<file path="src/logic/cdb_regs.svh">
// Constants for the clock-doubled core timing block.
// Assumes inclusion by the design modules only; cdb_pkg.sv does not include it.
`ifndef CDB_REGS_SVH
`define CDB_REGS_SVH

// Core clocks per bus clock
`define CDB_BUS_RATIO      2
// Fastest bus shape r-b-w
`define CDB_MIN_R          4'h2
`define CDB_MIN_B          4'h1
`define CDB_MIN_W          4'h2
// Core clock penalties
`define CDB_MISALIGN_CLKS  10'h003
`define CDB_ONE_CLK        10'h001
// Page walk bus clocks: no, one, both entries updated
`define CDB_TLB_NONE_CLKS  10'h00D
`define CDB_TLB_ONE_CLKS   10'h015
`define CDB_TLB_BOTH_CLKS  10'h01C
// Reset values
`define CDB_GDR_RST        16'h0000
`define CDB_UP_N_RST       1'b0
`define CDB_COUNT_RST      10'h000

`endif

</file>
<file path="src/logic/cdb_pkg.sv">
// Types shared by the clock-doubled core timing block.
// Assumes nothing beyond a SystemVerilog compiler.
`default_nettype none

package cdb_pkg;

    // One instruction to be timed
    typedef struct packed {
        logic [7:0] base_clks;
        logic [7:0] miss_bus;
        logic [7:0] data_clks;
        logic       miss;
        logic       misaligned;
        logic       base_dep;
        logic       push_pop;
        logic       use_index;
        logic       disp_imm;
        logic [1:0] tlb_lvl;
        logic       jump_miss;
        logic       jump_dword;
        logic       jump_line;
        logic       multi_unal;
        logic       is_write;
        logic       fill_line;
    } cdb_req_t;

    // Bus shape in bus clocks
    typedef struct packed {
        logic [3:0] r;
        logic [3:0] b;
        logic [3:0] w;
    } cdb_shape_t;

    // Core clocks and bus clocks of one instruction
    typedef struct packed {
        logic [9:0] core;
        logic [9:0] bus;
    } cdb_cost_t;

    typedef enum logic [2:0] {
        CDB_IDLE  = 3'b000,
        CDB_FILLW = 3'b001,
        CDB_CORE  = 3'b010,
        CDB_BUS   = 3'b011,
        CDB_DONE  = 3'b100
    } cdb_state_t;

endpackage

`default_nettype wire

</file>
<file path="src/logic/cdb_cost.sv">
// Cost calculator: core and bus clocks of one instruction.
// Assumes the caller samples the result on accept.
`include "cdb_regs.svh"
`default_nettype none

module cdb_cost (
    // Request
    input  wire cdb_pkg::cdb_req_t   req,
    input  wire cdb_pkg::cdb_shape_t shape,
    input  wire logic                wbuf_full,
    // Result
    output var  cdb_pkg::cdb_cost_t  cost
);
    import cdb_pkg::*;

    logic [3:0] r;
    logic [3:0] b;
    logic [3:0] w;

    function automatic logic [3:0] clamp4(input logic [3:0] v,
                                          input logic [3:0] lo);
        clamp4 = (v < lo) ? lo : v;
    endfunction

    // One first read plus three burst transfers
    function automatic logic [9:0] line_time(input logic [3:0] rr,
                                             input logic [3:0] bb);
        line_time = {6'h00, rr} + 10'(3 * bb);
    endfunction

    // shape clamp
    // Slower than 2-1-2 is fine, faster is not supported
    always_comb
    begin
        r = clamp4(shape.r, `CDB_MIN_R);
        b = clamp4(shape.b, `CDB_MIN_B);
        w = clamp4(shape.w, `CDB_MIN_W);
    end

    always_comb
    begin
        cost.core = {2'h0, req.base_clks} + {2'h0, req.data_clks};
        if (req.misaligned)
            cost.core = cost.core + `CDB_MISALIGN_CLKS;
        if (req.base_dep && !req.push_pop)
            cost.core = cost.core + `CDB_ONE_CLK;
        if (req.use_index)
            cost.core = cost.core + `CDB_ONE_CLK;
        if (req.disp_imm)
            cost.core = cost.core + `CDB_ONE_CLK;
        if (req.tlb_lvl != 2'h0)
            cost.core = cost.core + `CDB_ONE_CLK;

        cost.bus = `CDB_COUNT_RST;
        if (req.miss)
            cost.bus = {2'h0, req.miss_bus} + {6'h00, r} - 10'h002;
        if (req.jump_miss)
        begin
            cost.bus = cost.bus + {6'h00, r};
            if (req.jump_dword)
                cost.bus = cost.bus + 10'(3 * b);
            if (req.jump_line)
                cost.bus = cost.bus + line_time(r, b);
        end
        unique case (req.tlb_lvl)
            2'h0: cost.bus = cost.bus;
            2'h1: cost.bus = cost.bus + `CDB_TLB_NONE_CLKS;
            2'h2: cost.bus = cost.bus + `CDB_TLB_ONE_CLKS;
            2'h3: cost.bus = cost.bus + `CDB_TLB_BOTH_CLKS;
        endcase
        if (req.multi_unal && req.miss)
            cost.bus = cost.bus + line_time(r, b);
        if (req.is_write && wbuf_full)
            cost.bus = cost.bus + {6'h00, w};
    end

endmodule

`default_nettype wire

</file>
<file path="src/logic/cdb_top.sv">
// Timing core of a clock-doubled socket upgrade processor.
// Assumes sys_clk is the core clock; the bus runs at half of it.
`include "cdb_regs.svh"
`default_nettype none

module cdb_top #(
    // Arbitrary identifier; low nibble is the stepping
    parameter logic [15:0] COMP_ID = 16'hB792
) (
    // Clock and reset
    input  wire logic                sys_clk,
    input  wire logic                resetn,
    // Instruction request
    input  wire logic                req_valid,
    input  wire cdb_pkg::cdb_req_t   req,
    input  wire cdb_pkg::cdb_shape_t shape,
    output logic                     req_ready,
    // System bus status
    input  wire logic                bus_avail,
    input  wire logic                fill_busy,
    input  wire logic                wbuf_full,
    input  wire logic                inval_cycle,
    output logic                     bus_clk,
    output logic                     bus_cyc,
    // Completion
    output logic                     done,
    output logic [10:0]              elapsed_clks,
    output logic [10:0]              est_clks,
    // Identification and pins
    output logic [15:0]              general_data_register,
    output logic                     id_valid,
    output logic                     upgrade_present_n,
    output logic                     tdo,
    output logic                     tdo_oe
);
    import cdb_pkg::*;

    cdb_state_t  state_r;
    cdb_state_t  state_nxt;
    cdb_cost_t   cost_w;
    logic [9:0]  core_left_r;
    logic [9:0]  bus_left_r;
    logic        bus_en;
    logic        accept;
    logic        bus_step;
    logic        core_last;
    logic        bus_last;

    function automatic logic [10:0] dbl(input logic [9:0] v);
        dbl = 11'(v * `CDB_BUS_RATIO);
    endfunction

    cdb_cost u_cost (
        .req       (req),
        .shape     (shape),
        .wbuf_full (wbuf_full),
        .cost      (cost_w)
    );

    // ******************************
    // Clocks and identification
    // ******************************

    // bus at half rate
    // Bus enable is the low phase, so each bus edge is a core edge
    always_ff @(posedge sys_clk or negedge resetn)
    begin
        if (!resetn)
            bus_clk <= 1'b0;
        else
            bus_clk <= ~bus_clk;
    end
    assign bus_en = ~bus_clk;

    // load component id
    // Loaded on the first edge after release, not under reset
    always_ff @(posedge sys_clk or negedge resetn)
    begin
        if (!resetn)
        begin
            general_data_register <= `CDB_GDR_RST;
            id_valid              <= 1'b0;
        end
        else if (!id_valid)
        begin
            general_data_register <= COMP_ID;
            id_valid              <= 1'b1;
        end
    end

    // test port inert
    // Low from reset on so glue sees the upgrade during reset too
    always_ff @(posedge sys_clk or negedge resetn)
    begin
        if (!resetn)
        begin
            upgrade_present_n <= `CDB_UP_N_RST;
            tdo               <= 1'b0;
            tdo_oe            <= 1'b0;
        end
        else
        begin
            upgrade_present_n <= `CDB_UP_N_RST;
            tdo               <= 1'b0;
            tdo_oe            <= 1'b0;
        end
    end

    // ******************************
    // Sequencer
    // ******************************

    assign accept    = req_valid && req_ready;
    assign bus_step  = bus_en && bus_avail;
    assign core_last = core_left_r <= `CDB_ONE_CLK;
    assign bus_last  = bus_step && !inval_cycle
                       && (bus_left_r == `CDB_ONE_CLK);

    always_comb
    begin
        state_nxt = state_r;
        unique case (state_r)
            CDB_IDLE:
                if (accept)
                    state_nxt = (req.fill_line && fill_busy)
                                ? CDB_FILLW : CDB_CORE;
            CDB_FILLW:
                if (!fill_busy)
                    state_nxt = CDB_CORE;
            CDB_CORE:
                if (core_last)
                    state_nxt = (bus_left_r != `CDB_COUNT_RST)
                                ? CDB_BUS : CDB_DONE;
            CDB_BUS:
                if (bus_last)
                    state_nxt = CDB_DONE;
            CDB_DONE:
                state_nxt = CDB_IDLE;
            default:
                state_nxt = CDB_IDLE;
        endcase
    end

    always_ff @(posedge sys_clk or negedge resetn)
    begin
        if (!resetn)
            state_r <= CDB_IDLE;
        else
            state_r <= state_nxt;
    end

    always_ff @(posedge sys_clk or negedge resetn)
    begin
        if (!resetn)
            core_left_r <= `CDB_COUNT_RST;
        else if (accept)
            core_left_r <= cost_w.core;
        else if (state_r == CDB_CORE && !core_last)
            core_left_r <= core_left_r - `CDB_ONE_CLK;
    end

    // invalidate adds clock
    // Counting on bus enable makes each bus clock two core clocks
    always_ff @(posedge sys_clk or negedge resetn)
    begin
        if (!resetn)
            bus_left_r <= `CDB_COUNT_RST;
        else if (accept)
            bus_left_r <= cost_w.bus;
        else if (state_r == CDB_BUS)
        begin
            if (inval_cycle && !bus_step)
                bus_left_r <= bus_left_r + `CDB_ONE_CLK;
            else if (bus_step && !inval_cycle)
                bus_left_r <= bus_left_r - `CDB_ONE_CLK;
        end
    end

    always_ff @(posedge sys_clk or negedge resetn)
    begin
        if (!resetn)
        begin
            bus_cyc   <= 1'b0;
            req_ready <= 1'b0;
            done      <= 1'b0;
        end
        else
        begin
            bus_cyc   <= state_nxt == CDB_BUS;
            req_ready <= state_nxt == CDB_IDLE && id_valid;
            done      <= state_nxt == CDB_DONE;
        end
    end

    // Measured core clocks and the stall-free estimate
    always_ff @(posedge sys_clk or negedge resetn)
    begin
        if (!resetn)
        begin
            elapsed_clks <= 11'h000;
            est_clks     <= 11'h000;
        end
        else if (accept)
        begin
            elapsed_clks <= 11'h001;
            est_clks     <= {1'b0, cost_w.core} + dbl(cost_w.bus);
        end
        else if (state_r != CDB_IDLE && state_r != CDB_DONE)
            elapsed_clks <= elapsed_clks + 11'h001;
    end

    // ******************************
    // Checks
    // ******************************

    property p_up_low;
        @(posedge sys_clk) disable iff (!resetn)
        id_valid |-> !upgrade_present_n;
    endproperty
    a_up_low: assert property (p_up_low)
        else $error("upgrade present not low");

    property p_no_scan;
        @(posedge sys_clk) disable iff (!resetn)
        !tdo_oe && !tdo;
    endproperty
    a_no_scan: assert property (p_no_scan)
        else $error("test output driven");

    property p_id_load;
        @(posedge sys_clk) disable iff (!resetn)
        $rose(id_valid) |-> general_data_register == COMP_ID
            ##1 $stable(general_data_register);
    endproperty
    a_id_load: assert property (p_id_load)
        else $error("component id not loaded");

    property p_phase;
        @(posedge sys_clk) disable iff (!resetn)
        bus_clk |=> !bus_clk ##1 bus_clk;
    endproperty
    a_phase: assert property (p_phase)
        else $error("bus clock phase broken");

    property p_bus_rate;
        @(posedge sys_clk) disable iff (!resetn)
        state_r == CDB_BUS && !bus_en && !inval_cycle
            |=> $stable(bus_left_r);
    endproperty
    a_bus_rate: assert property (p_bus_rate)
        else $error("bus count moved off bus enable");

    property p_fill_wait;
        @(posedge sys_clk) disable iff (!resetn)
        state_r == CDB_FILLW && fill_busy |=> state_r == CDB_FILLW
            && !done;
    endproperty
    a_fill_wait: assert property (p_fill_wait)
        else $error("left fill wait early");

    property p_miss_bus;
        @(posedge sys_clk) disable iff (!resetn)
        accept && req.miss && req.miss_bus != 8'h00
            |=> bus_left_r != `CDB_COUNT_RST;
    endproperty
    a_miss_bus: assert property (p_miss_bus)
        else $error("miss without bus cycle");

    property p_misalign;
        @(posedge sys_clk) disable iff (!resetn)
        accept && req.misaligned && !req.base_dep && !req.use_index
            && !req.disp_imm && req.tlb_lvl == 2'h0
            |-> cost_w.core == {2'h0, req.base_clks}
                + {2'h0, req.data_clks} + 10'h003;
    endproperty
    a_misalign: assert property (p_misalign)
        else $error("misaligned penalty wrong");

    property p_wbuf;
        @(posedge sys_clk) disable iff (!resetn)
        accept && req.is_write && !req.miss && !req.jump_miss
            && req.tlb_lvl == 2'h0 && shape.w >= 4'h2
            |-> cost_w.bus == (wbuf_full ? {6'h00, shape.w} : 10'h000);
    endproperty
    a_wbuf: assert property (p_wbuf)
        else $error("write buffer penalty wrong");

    property p_inval;
        @(posedge sys_clk) disable iff (!resetn)
        state_r == CDB_BUS && inval_cycle && !bus_step
            |=> bus_left_r == $past(bus_left_r) + 10'h001;
    endproperty
    a_inval: assert property (p_inval)
        else $error("invalidate not charged");

endmodule

`default_nettype wire

</file>
<file path="config.mk">
export PLATFORM = sky130hd
export DESIGN_NAME = cdb_top
export DESIGN_NICKNAME = d
export VERILOG_FILES = /design/src/logic/cdb_pkg.sv /design/src/logic/cdb_cost.sv /design/src/logic/cdb_top.sv
export VERILOG_INCLUDE_DIRS = /design/src /design/src/logic
export SDC_FILE = /design/constraint.sdc
export NUM_CORES = 1
export LEC_CHECK = 0
export ABC_AREA = 1
export BUFFER_PORTS_ARGS = -buffer_cell sky130_fd_sc_hd__buf_2
export CORE_ASPECT_RATIO = 1.5
export CORE_UTILIZATION = 40
export DETAILED_ROUTE_END_ITERATION = 12
export SYNTH_ARGS = -nofsm -noshare
export SYNTH_HDL_FRONTEND = slang
export SYNTH_HIERARCHICAL = 1
export SYNTH_SLANG_ARGS = --single-unit
</file>
<file path="constraint.sdc">
create_clock -name sys_clk -period 2.6 [get_ports sys_clk]
set_input_delay 0.13 -clock sys_clk [delete_from_list [all_inputs] [get_ports sys_clk]]
set_output_delay 0.13 -clock sys_clk [all_outputs]
set_load 0.005 [all_outputs]
</file>
Word level (Yosys, flattened, before mapping)
Cells that the tools add are included.
- register bits after elaboration: 51
- input bits: 57
- output and inout bits: 46
- word-level logic and storage cells: 107
- $add $sub $neg: 22
- multipliers: 1
- order comparisons: 4
- eq/ne operators: 10
- muxes and demuxes: 31
- bitwise gates (word level): 1
- reductions and logical operators: 27
- operators with widths (operator ; count):
    10-bit two-way mux ; 18
    10-bit by 1-bit adder with 10-bit output (second input constant) ; 5
    10-bit one-hot mux with 4 select lines ; 1
    11-bit two-way mux ; 2
    10-bit adder ; 2
    10-bit by 4-bit adder with 10-bit output ; 2
    10-bit by 5-bit adder with 10-bit output (second input constant) ; 2
    10-bit by 1-bit subtractor with 10-bit output (second input constant) ; 2
    3-bit two-way mux ; 5
    1-bit logical AND ; 12
    4-bit two-way mux ; 3
    3-bit one-hot mux with 4 select lines ; 1
    10-bit by 11-bit adder with 11-bit output ; 1
    11-bit by 1-bit adder with 11-bit output (second input constant) ; 1
    10-bit by 2-bit adder with 10-bit output (second input constant) ; 1
    10-bit by 4-bit adder with 10-bit output (second input constant) ; 1
    10-bit by 6-bit adder with 10-bit output ; 1
    10-bit by 1-bit == test with 1-bit output (second input constant) ; 1
    10-bit by 1-bit <= comparator with 1-bit output (second input constant) ; 1
    10-bit nonzero test ; 1
    10-bit by 2-bit subtractor with 10-bit output (second input constant) ; 1
    8-bit by 4-bit adder with 9-bit output ; 1
    8-bit by 8-bit adder with 9-bit output ; 1
    3-bit by 2-bit == test with 1-bit output (second input constant) ; 3
    other kinds (17) ; 27

Longest topological paths before layout
- word-level depth: 19
- gate-level depth with buffers: 55
- depth with buffers taken out: 55

Hierarchy
The synthesis kept the hierarchy.
- by module, submodules not included (module ; times used ; cells each ; area an instance (sq um) ; seq. area each (sq um)):
    cdb_cost ; 1 ; 866 ; 4978.5 ; 0.0
    cdb_top ; 1 ; 521 ; 3728.6 ; 1276.2

Worst setup path after synthesis
Ideal clock, no wire load.
- path type: input-to-reg
- start: input port shape[10] (netlist bit)
- end: register est_clks[10]
- setup time: 125 ps
- data arrival time: 6879 ps
- data required time: 2475 ps
- slack: -4403 ps
- cell stages on the path: 46
- path buffers: 0
- cells stage by stage: o31a_1 ha_1 ha_1 fa_1 nand2_1 inv_1 ha_1 xor2_1 ha_1 a21oi_1 o21ai_0 and2_1 inv_1 ha_1 a21oi_1 a21oi_1 nand3b_1 nand2_1 [10 not listed] nand3_1 a21oi_1 nor2_1 ha_1 nand2_1 o21ai_0 nand2_1 nor3_1 nand3_1 xor2_1 inv_1 ha_1 inv_1 o21bai_1 nor2_1 nand3_1 nand3_1 nand3_1
- RTL lines (element ; RTL line ; RTL):
    start, declared ; cdb_top.sv:16 ; input wire cdb_pkg::cdb_shape_t shape,
    end signal, assigned ; cdb_top.sv:206 ; est_clks <= {1'b0, cost_w.core} + dbl(cost_w.bus);
    end, declared ; cdb_top.sv:28 ; output logic [10:0] est_clks,

==> flow_metrics.tcl <==
set metrics [dict create \
    drv_cap 0 \
    netlist.area_leader.share_pct 16.6 \
    crit_path_max_incr_delay_ns 0.54 \
    crit_type "in2reg" \
    period_share_pct 261 \
    die-width_um 122 \
    grt_pass1_wl_um 41900 \
    cts_root_buffer "clkbuf_16" \
    ios 103 \
    ir_worst_vdd_mv 0.472 \
    cpLargestDelayFamily "simple AND/OR/NAND/NOR gates" \
    status "finished, violations left" \
    grt_max_degree 54 \
    synth-seq-area-share_pct 14.7 \
    r2r-start "core_left_r[0]" \
    ys_seq_elements 51 \
    pwr-share-clk_pct 5.8 \
    cp_slowest_cell "fa_2" \
    synth_common_cells "nand2_1, inv_1, nand3_1" \
    drt_pass1_iterations 4 \
    core_sq_um 21200 \
    hold_viol_final 0 \
    track_usage_pct 22.9 \
    timing.final.ws_setup_ns -4.19 \
    required_ns 2.78 \
    dp_cells 1984 \
    areaGrowthSynthToFinish_pct 56.9 \
    min_from "fill_busy" \
    period_minus_slack_ns 6.79 \
    finalClockSkew_ns 0.00612 \
    cp_num_buf_inv 8 \
    synth_edf_count 0 \
    dpl_worst_slack_ns -4.60 \
    cp.arrival_ns 6.97 \
    fin_cells 2070 \
    start_util_pct 41.0 \
    yosys.area.top_type "nand2_1" \
    fin_nets 1953 \
    grt_overflow 0 \
    port_buffers 92 \
    hold_class "in2reg" \
    ys_types 61 \
    power_switching_mw 5.63 \
    hpwl_um 20100 \
    cts.path.max_buffers 2 \
    clk_pin_slew_worst_paths_ns 0.07 \
    p_int_mw 6.01 \
    die_h_um 183 \
    rsz0062_at_grt "true" \
    nFillCells 1836 \
    yosysWarnings 6 \
    synthCells 1387 \
    vias_per_cell 4.90 \
    ys_async_sr_fraction_pct 100 \
    vias 10100 \
    clock_latency_ns 0.30 \
    end_kind "register" \
    drtAntennaViolNets 0 \
    cts_tree "yes" \
    crit_fanout 5 \
    power.leakage_nw 7.06 \
    gp_congestion 0.863 \
    pwr-share-comb_pct 82.0 \
    rows 65 \
    hold_slack_ns 0.197 \
    power_frac_seq_pct 12.2 \
    cp-start-kind "input pin" \
    max_freq_mhz 147 \
    setup_viol 29 \
    maxSlewViolCount 0 \
    p_per_area_nw_per_um2 852 \
    dieArea_sq_um 22400 \
    cp-startpoint "shape[9]" \
    wire_per_inst_um 12.9 \
    drt-initial-drc-count 466 \
    maxSlewHeadroom_pct 53.6 \
    drt_wl_total_um 26700 \
    syn-cell-area_sq_um 8710 \
    first_global_vias 9900 \
    layout-drive-gt1-share_pct 45.9 \
    fin_util_pct 64.4 \
    synth_most_common_cell "nand2_1" \
    cts.sinks 51 \
    diodes 0 \
    synth-main-ff-cell "dfrtp_1" \
    syn_area_per_cell_sq_um 6.28 \
    violations "negative setup slack" \
    route.detailed.drc 0 \
    worst_slew_pin_slew_ns 0.696 \
    h-tree-depth 2 \
    switching_share_pct 48.4 \
    ys_top_cells_by_area "nand2_1, dfrtp_1, ha_1" \
    cts_buffers 5 \
    antenna_found_initial 0 \
]
## tightest hold or removal path: cells and delay by family
kind / cells / cell delay, ns
compound gates: 1 / 0.06
buf+inv: 2 / 0.13
simple gates: 2 / 0.15
## path summary, 6_finish.rpt
| check | to | slack (ns) | cells after the start |
|---|---|---|---|
| setup reg to reg | core_left_r[8] | 0.66 | 9 |
| hold / removal | state_r[0] | 0.20 | 5 |
| min in group asynchronous | general_data_register[1] | 0.47 | 3 |
| max in group asynchronous | elapsed_clks[8] | 1.64 | 3 |
| setup / recovery | est_clks[10] | -4.19 | 54 |
| hold reg to reg | bus_clk | 0.45 | 1 |
## through the flow
step | instance area (sq um) | power, mW | TNS, ns
after floorplan | 9030 | 5.90 | -71.48
after global placement | 11600 | 8.30 | -86.27
after detailed placement | 11600 | 8.43 | -89.58
after CTS | 12900 | 10.6 | -72.70
after global routing | 13700 | 12.6 | -81.80
final | 13700 | 11.6 | -74.44
## per-layer routing
metal | wire [um] | global-route usage (%) | share of wire, %
met1 | 9810 | 22.0 | 37
met2 | 15000 | 46.5 | 56
met5 | 0 | 0 | 0
met4 | 1310 | 11.7 | 4.9
met3 | 588 | 1.66 | 2.2
## layout by cell type, fill, tap and decap left out, drive strengths merged, types with 10 or more instances in the layout
cell     n
nor3    18
o21ai   69
dfrtp   51
inv    219
buf    438
ha      85
xor2    28
fa      10
conb    11
xnor2   18
a31oi   12
or2     13
nor2   144
a21oi   60
nand4   26
nand3  133
nand2  416
## cells by family (layout without fill, tap and decap cells)
group	Yosys count	after routing	synth area share, %
AO/OA/AOI/OAI	170	170	12.0
XOR/XNOR	46	46	5.96
adder cells (fa/ha/maj)	95	95	14.5
buffers and inverters	263	669	12.6
flip-flops	51	51	14.7
other	2	11	0.0863
AND/OR/NAND/NOR	760	760	40.3
## area by class of cell
cell class	instances	area (sq um)	area share (%)
multi-input combinational	1082	7820	57.2
timing repair buffer	439	3240	23.7
sequential	51	1280	9.34
inverter	222	851	6.23
tap	268	335	2.45
clock buffer	6	129	0.943
clock inverter	2	12.5	0.0916
## sequential cells by signal (all words and copies together), names as in the netlist
register,flops
bus_clk,1
done,1
bus_left_r,10
general_data_register,1
core_left_r,10
req_ready,1
state_r,3
bus_cyc,1
elapsed_clks,11
est_clks,11
id_valid,1
## power groups by stage
| stage | Combinational (mW) | Clock [mW] | Sequential (mW) |
|---|---|---|---|
| detailed placement | 7.00 | 0 | 1.43 |
| global route | 10.4 | 0.713 | 1.46 |
| floorplan | 4.54 | 0 | 1.36 |
| global placement | 6.88 | 0 | 1.42 |
| finish | 9.55 | 0.669 | 1.42 |
| CTS | 8.47 | 0.679 | 1.42 |
## what timing repair did
action	4_1_cts	5_1_grt
resized for setup	160	144
hold buffers	1	0
setup endpoints to repair	29	29
pin swaps	115	121
endpoints found under the hold margin	43	0
buffers inserted	61	24
No activity file was read; power rests on OpenSTA's default activity.
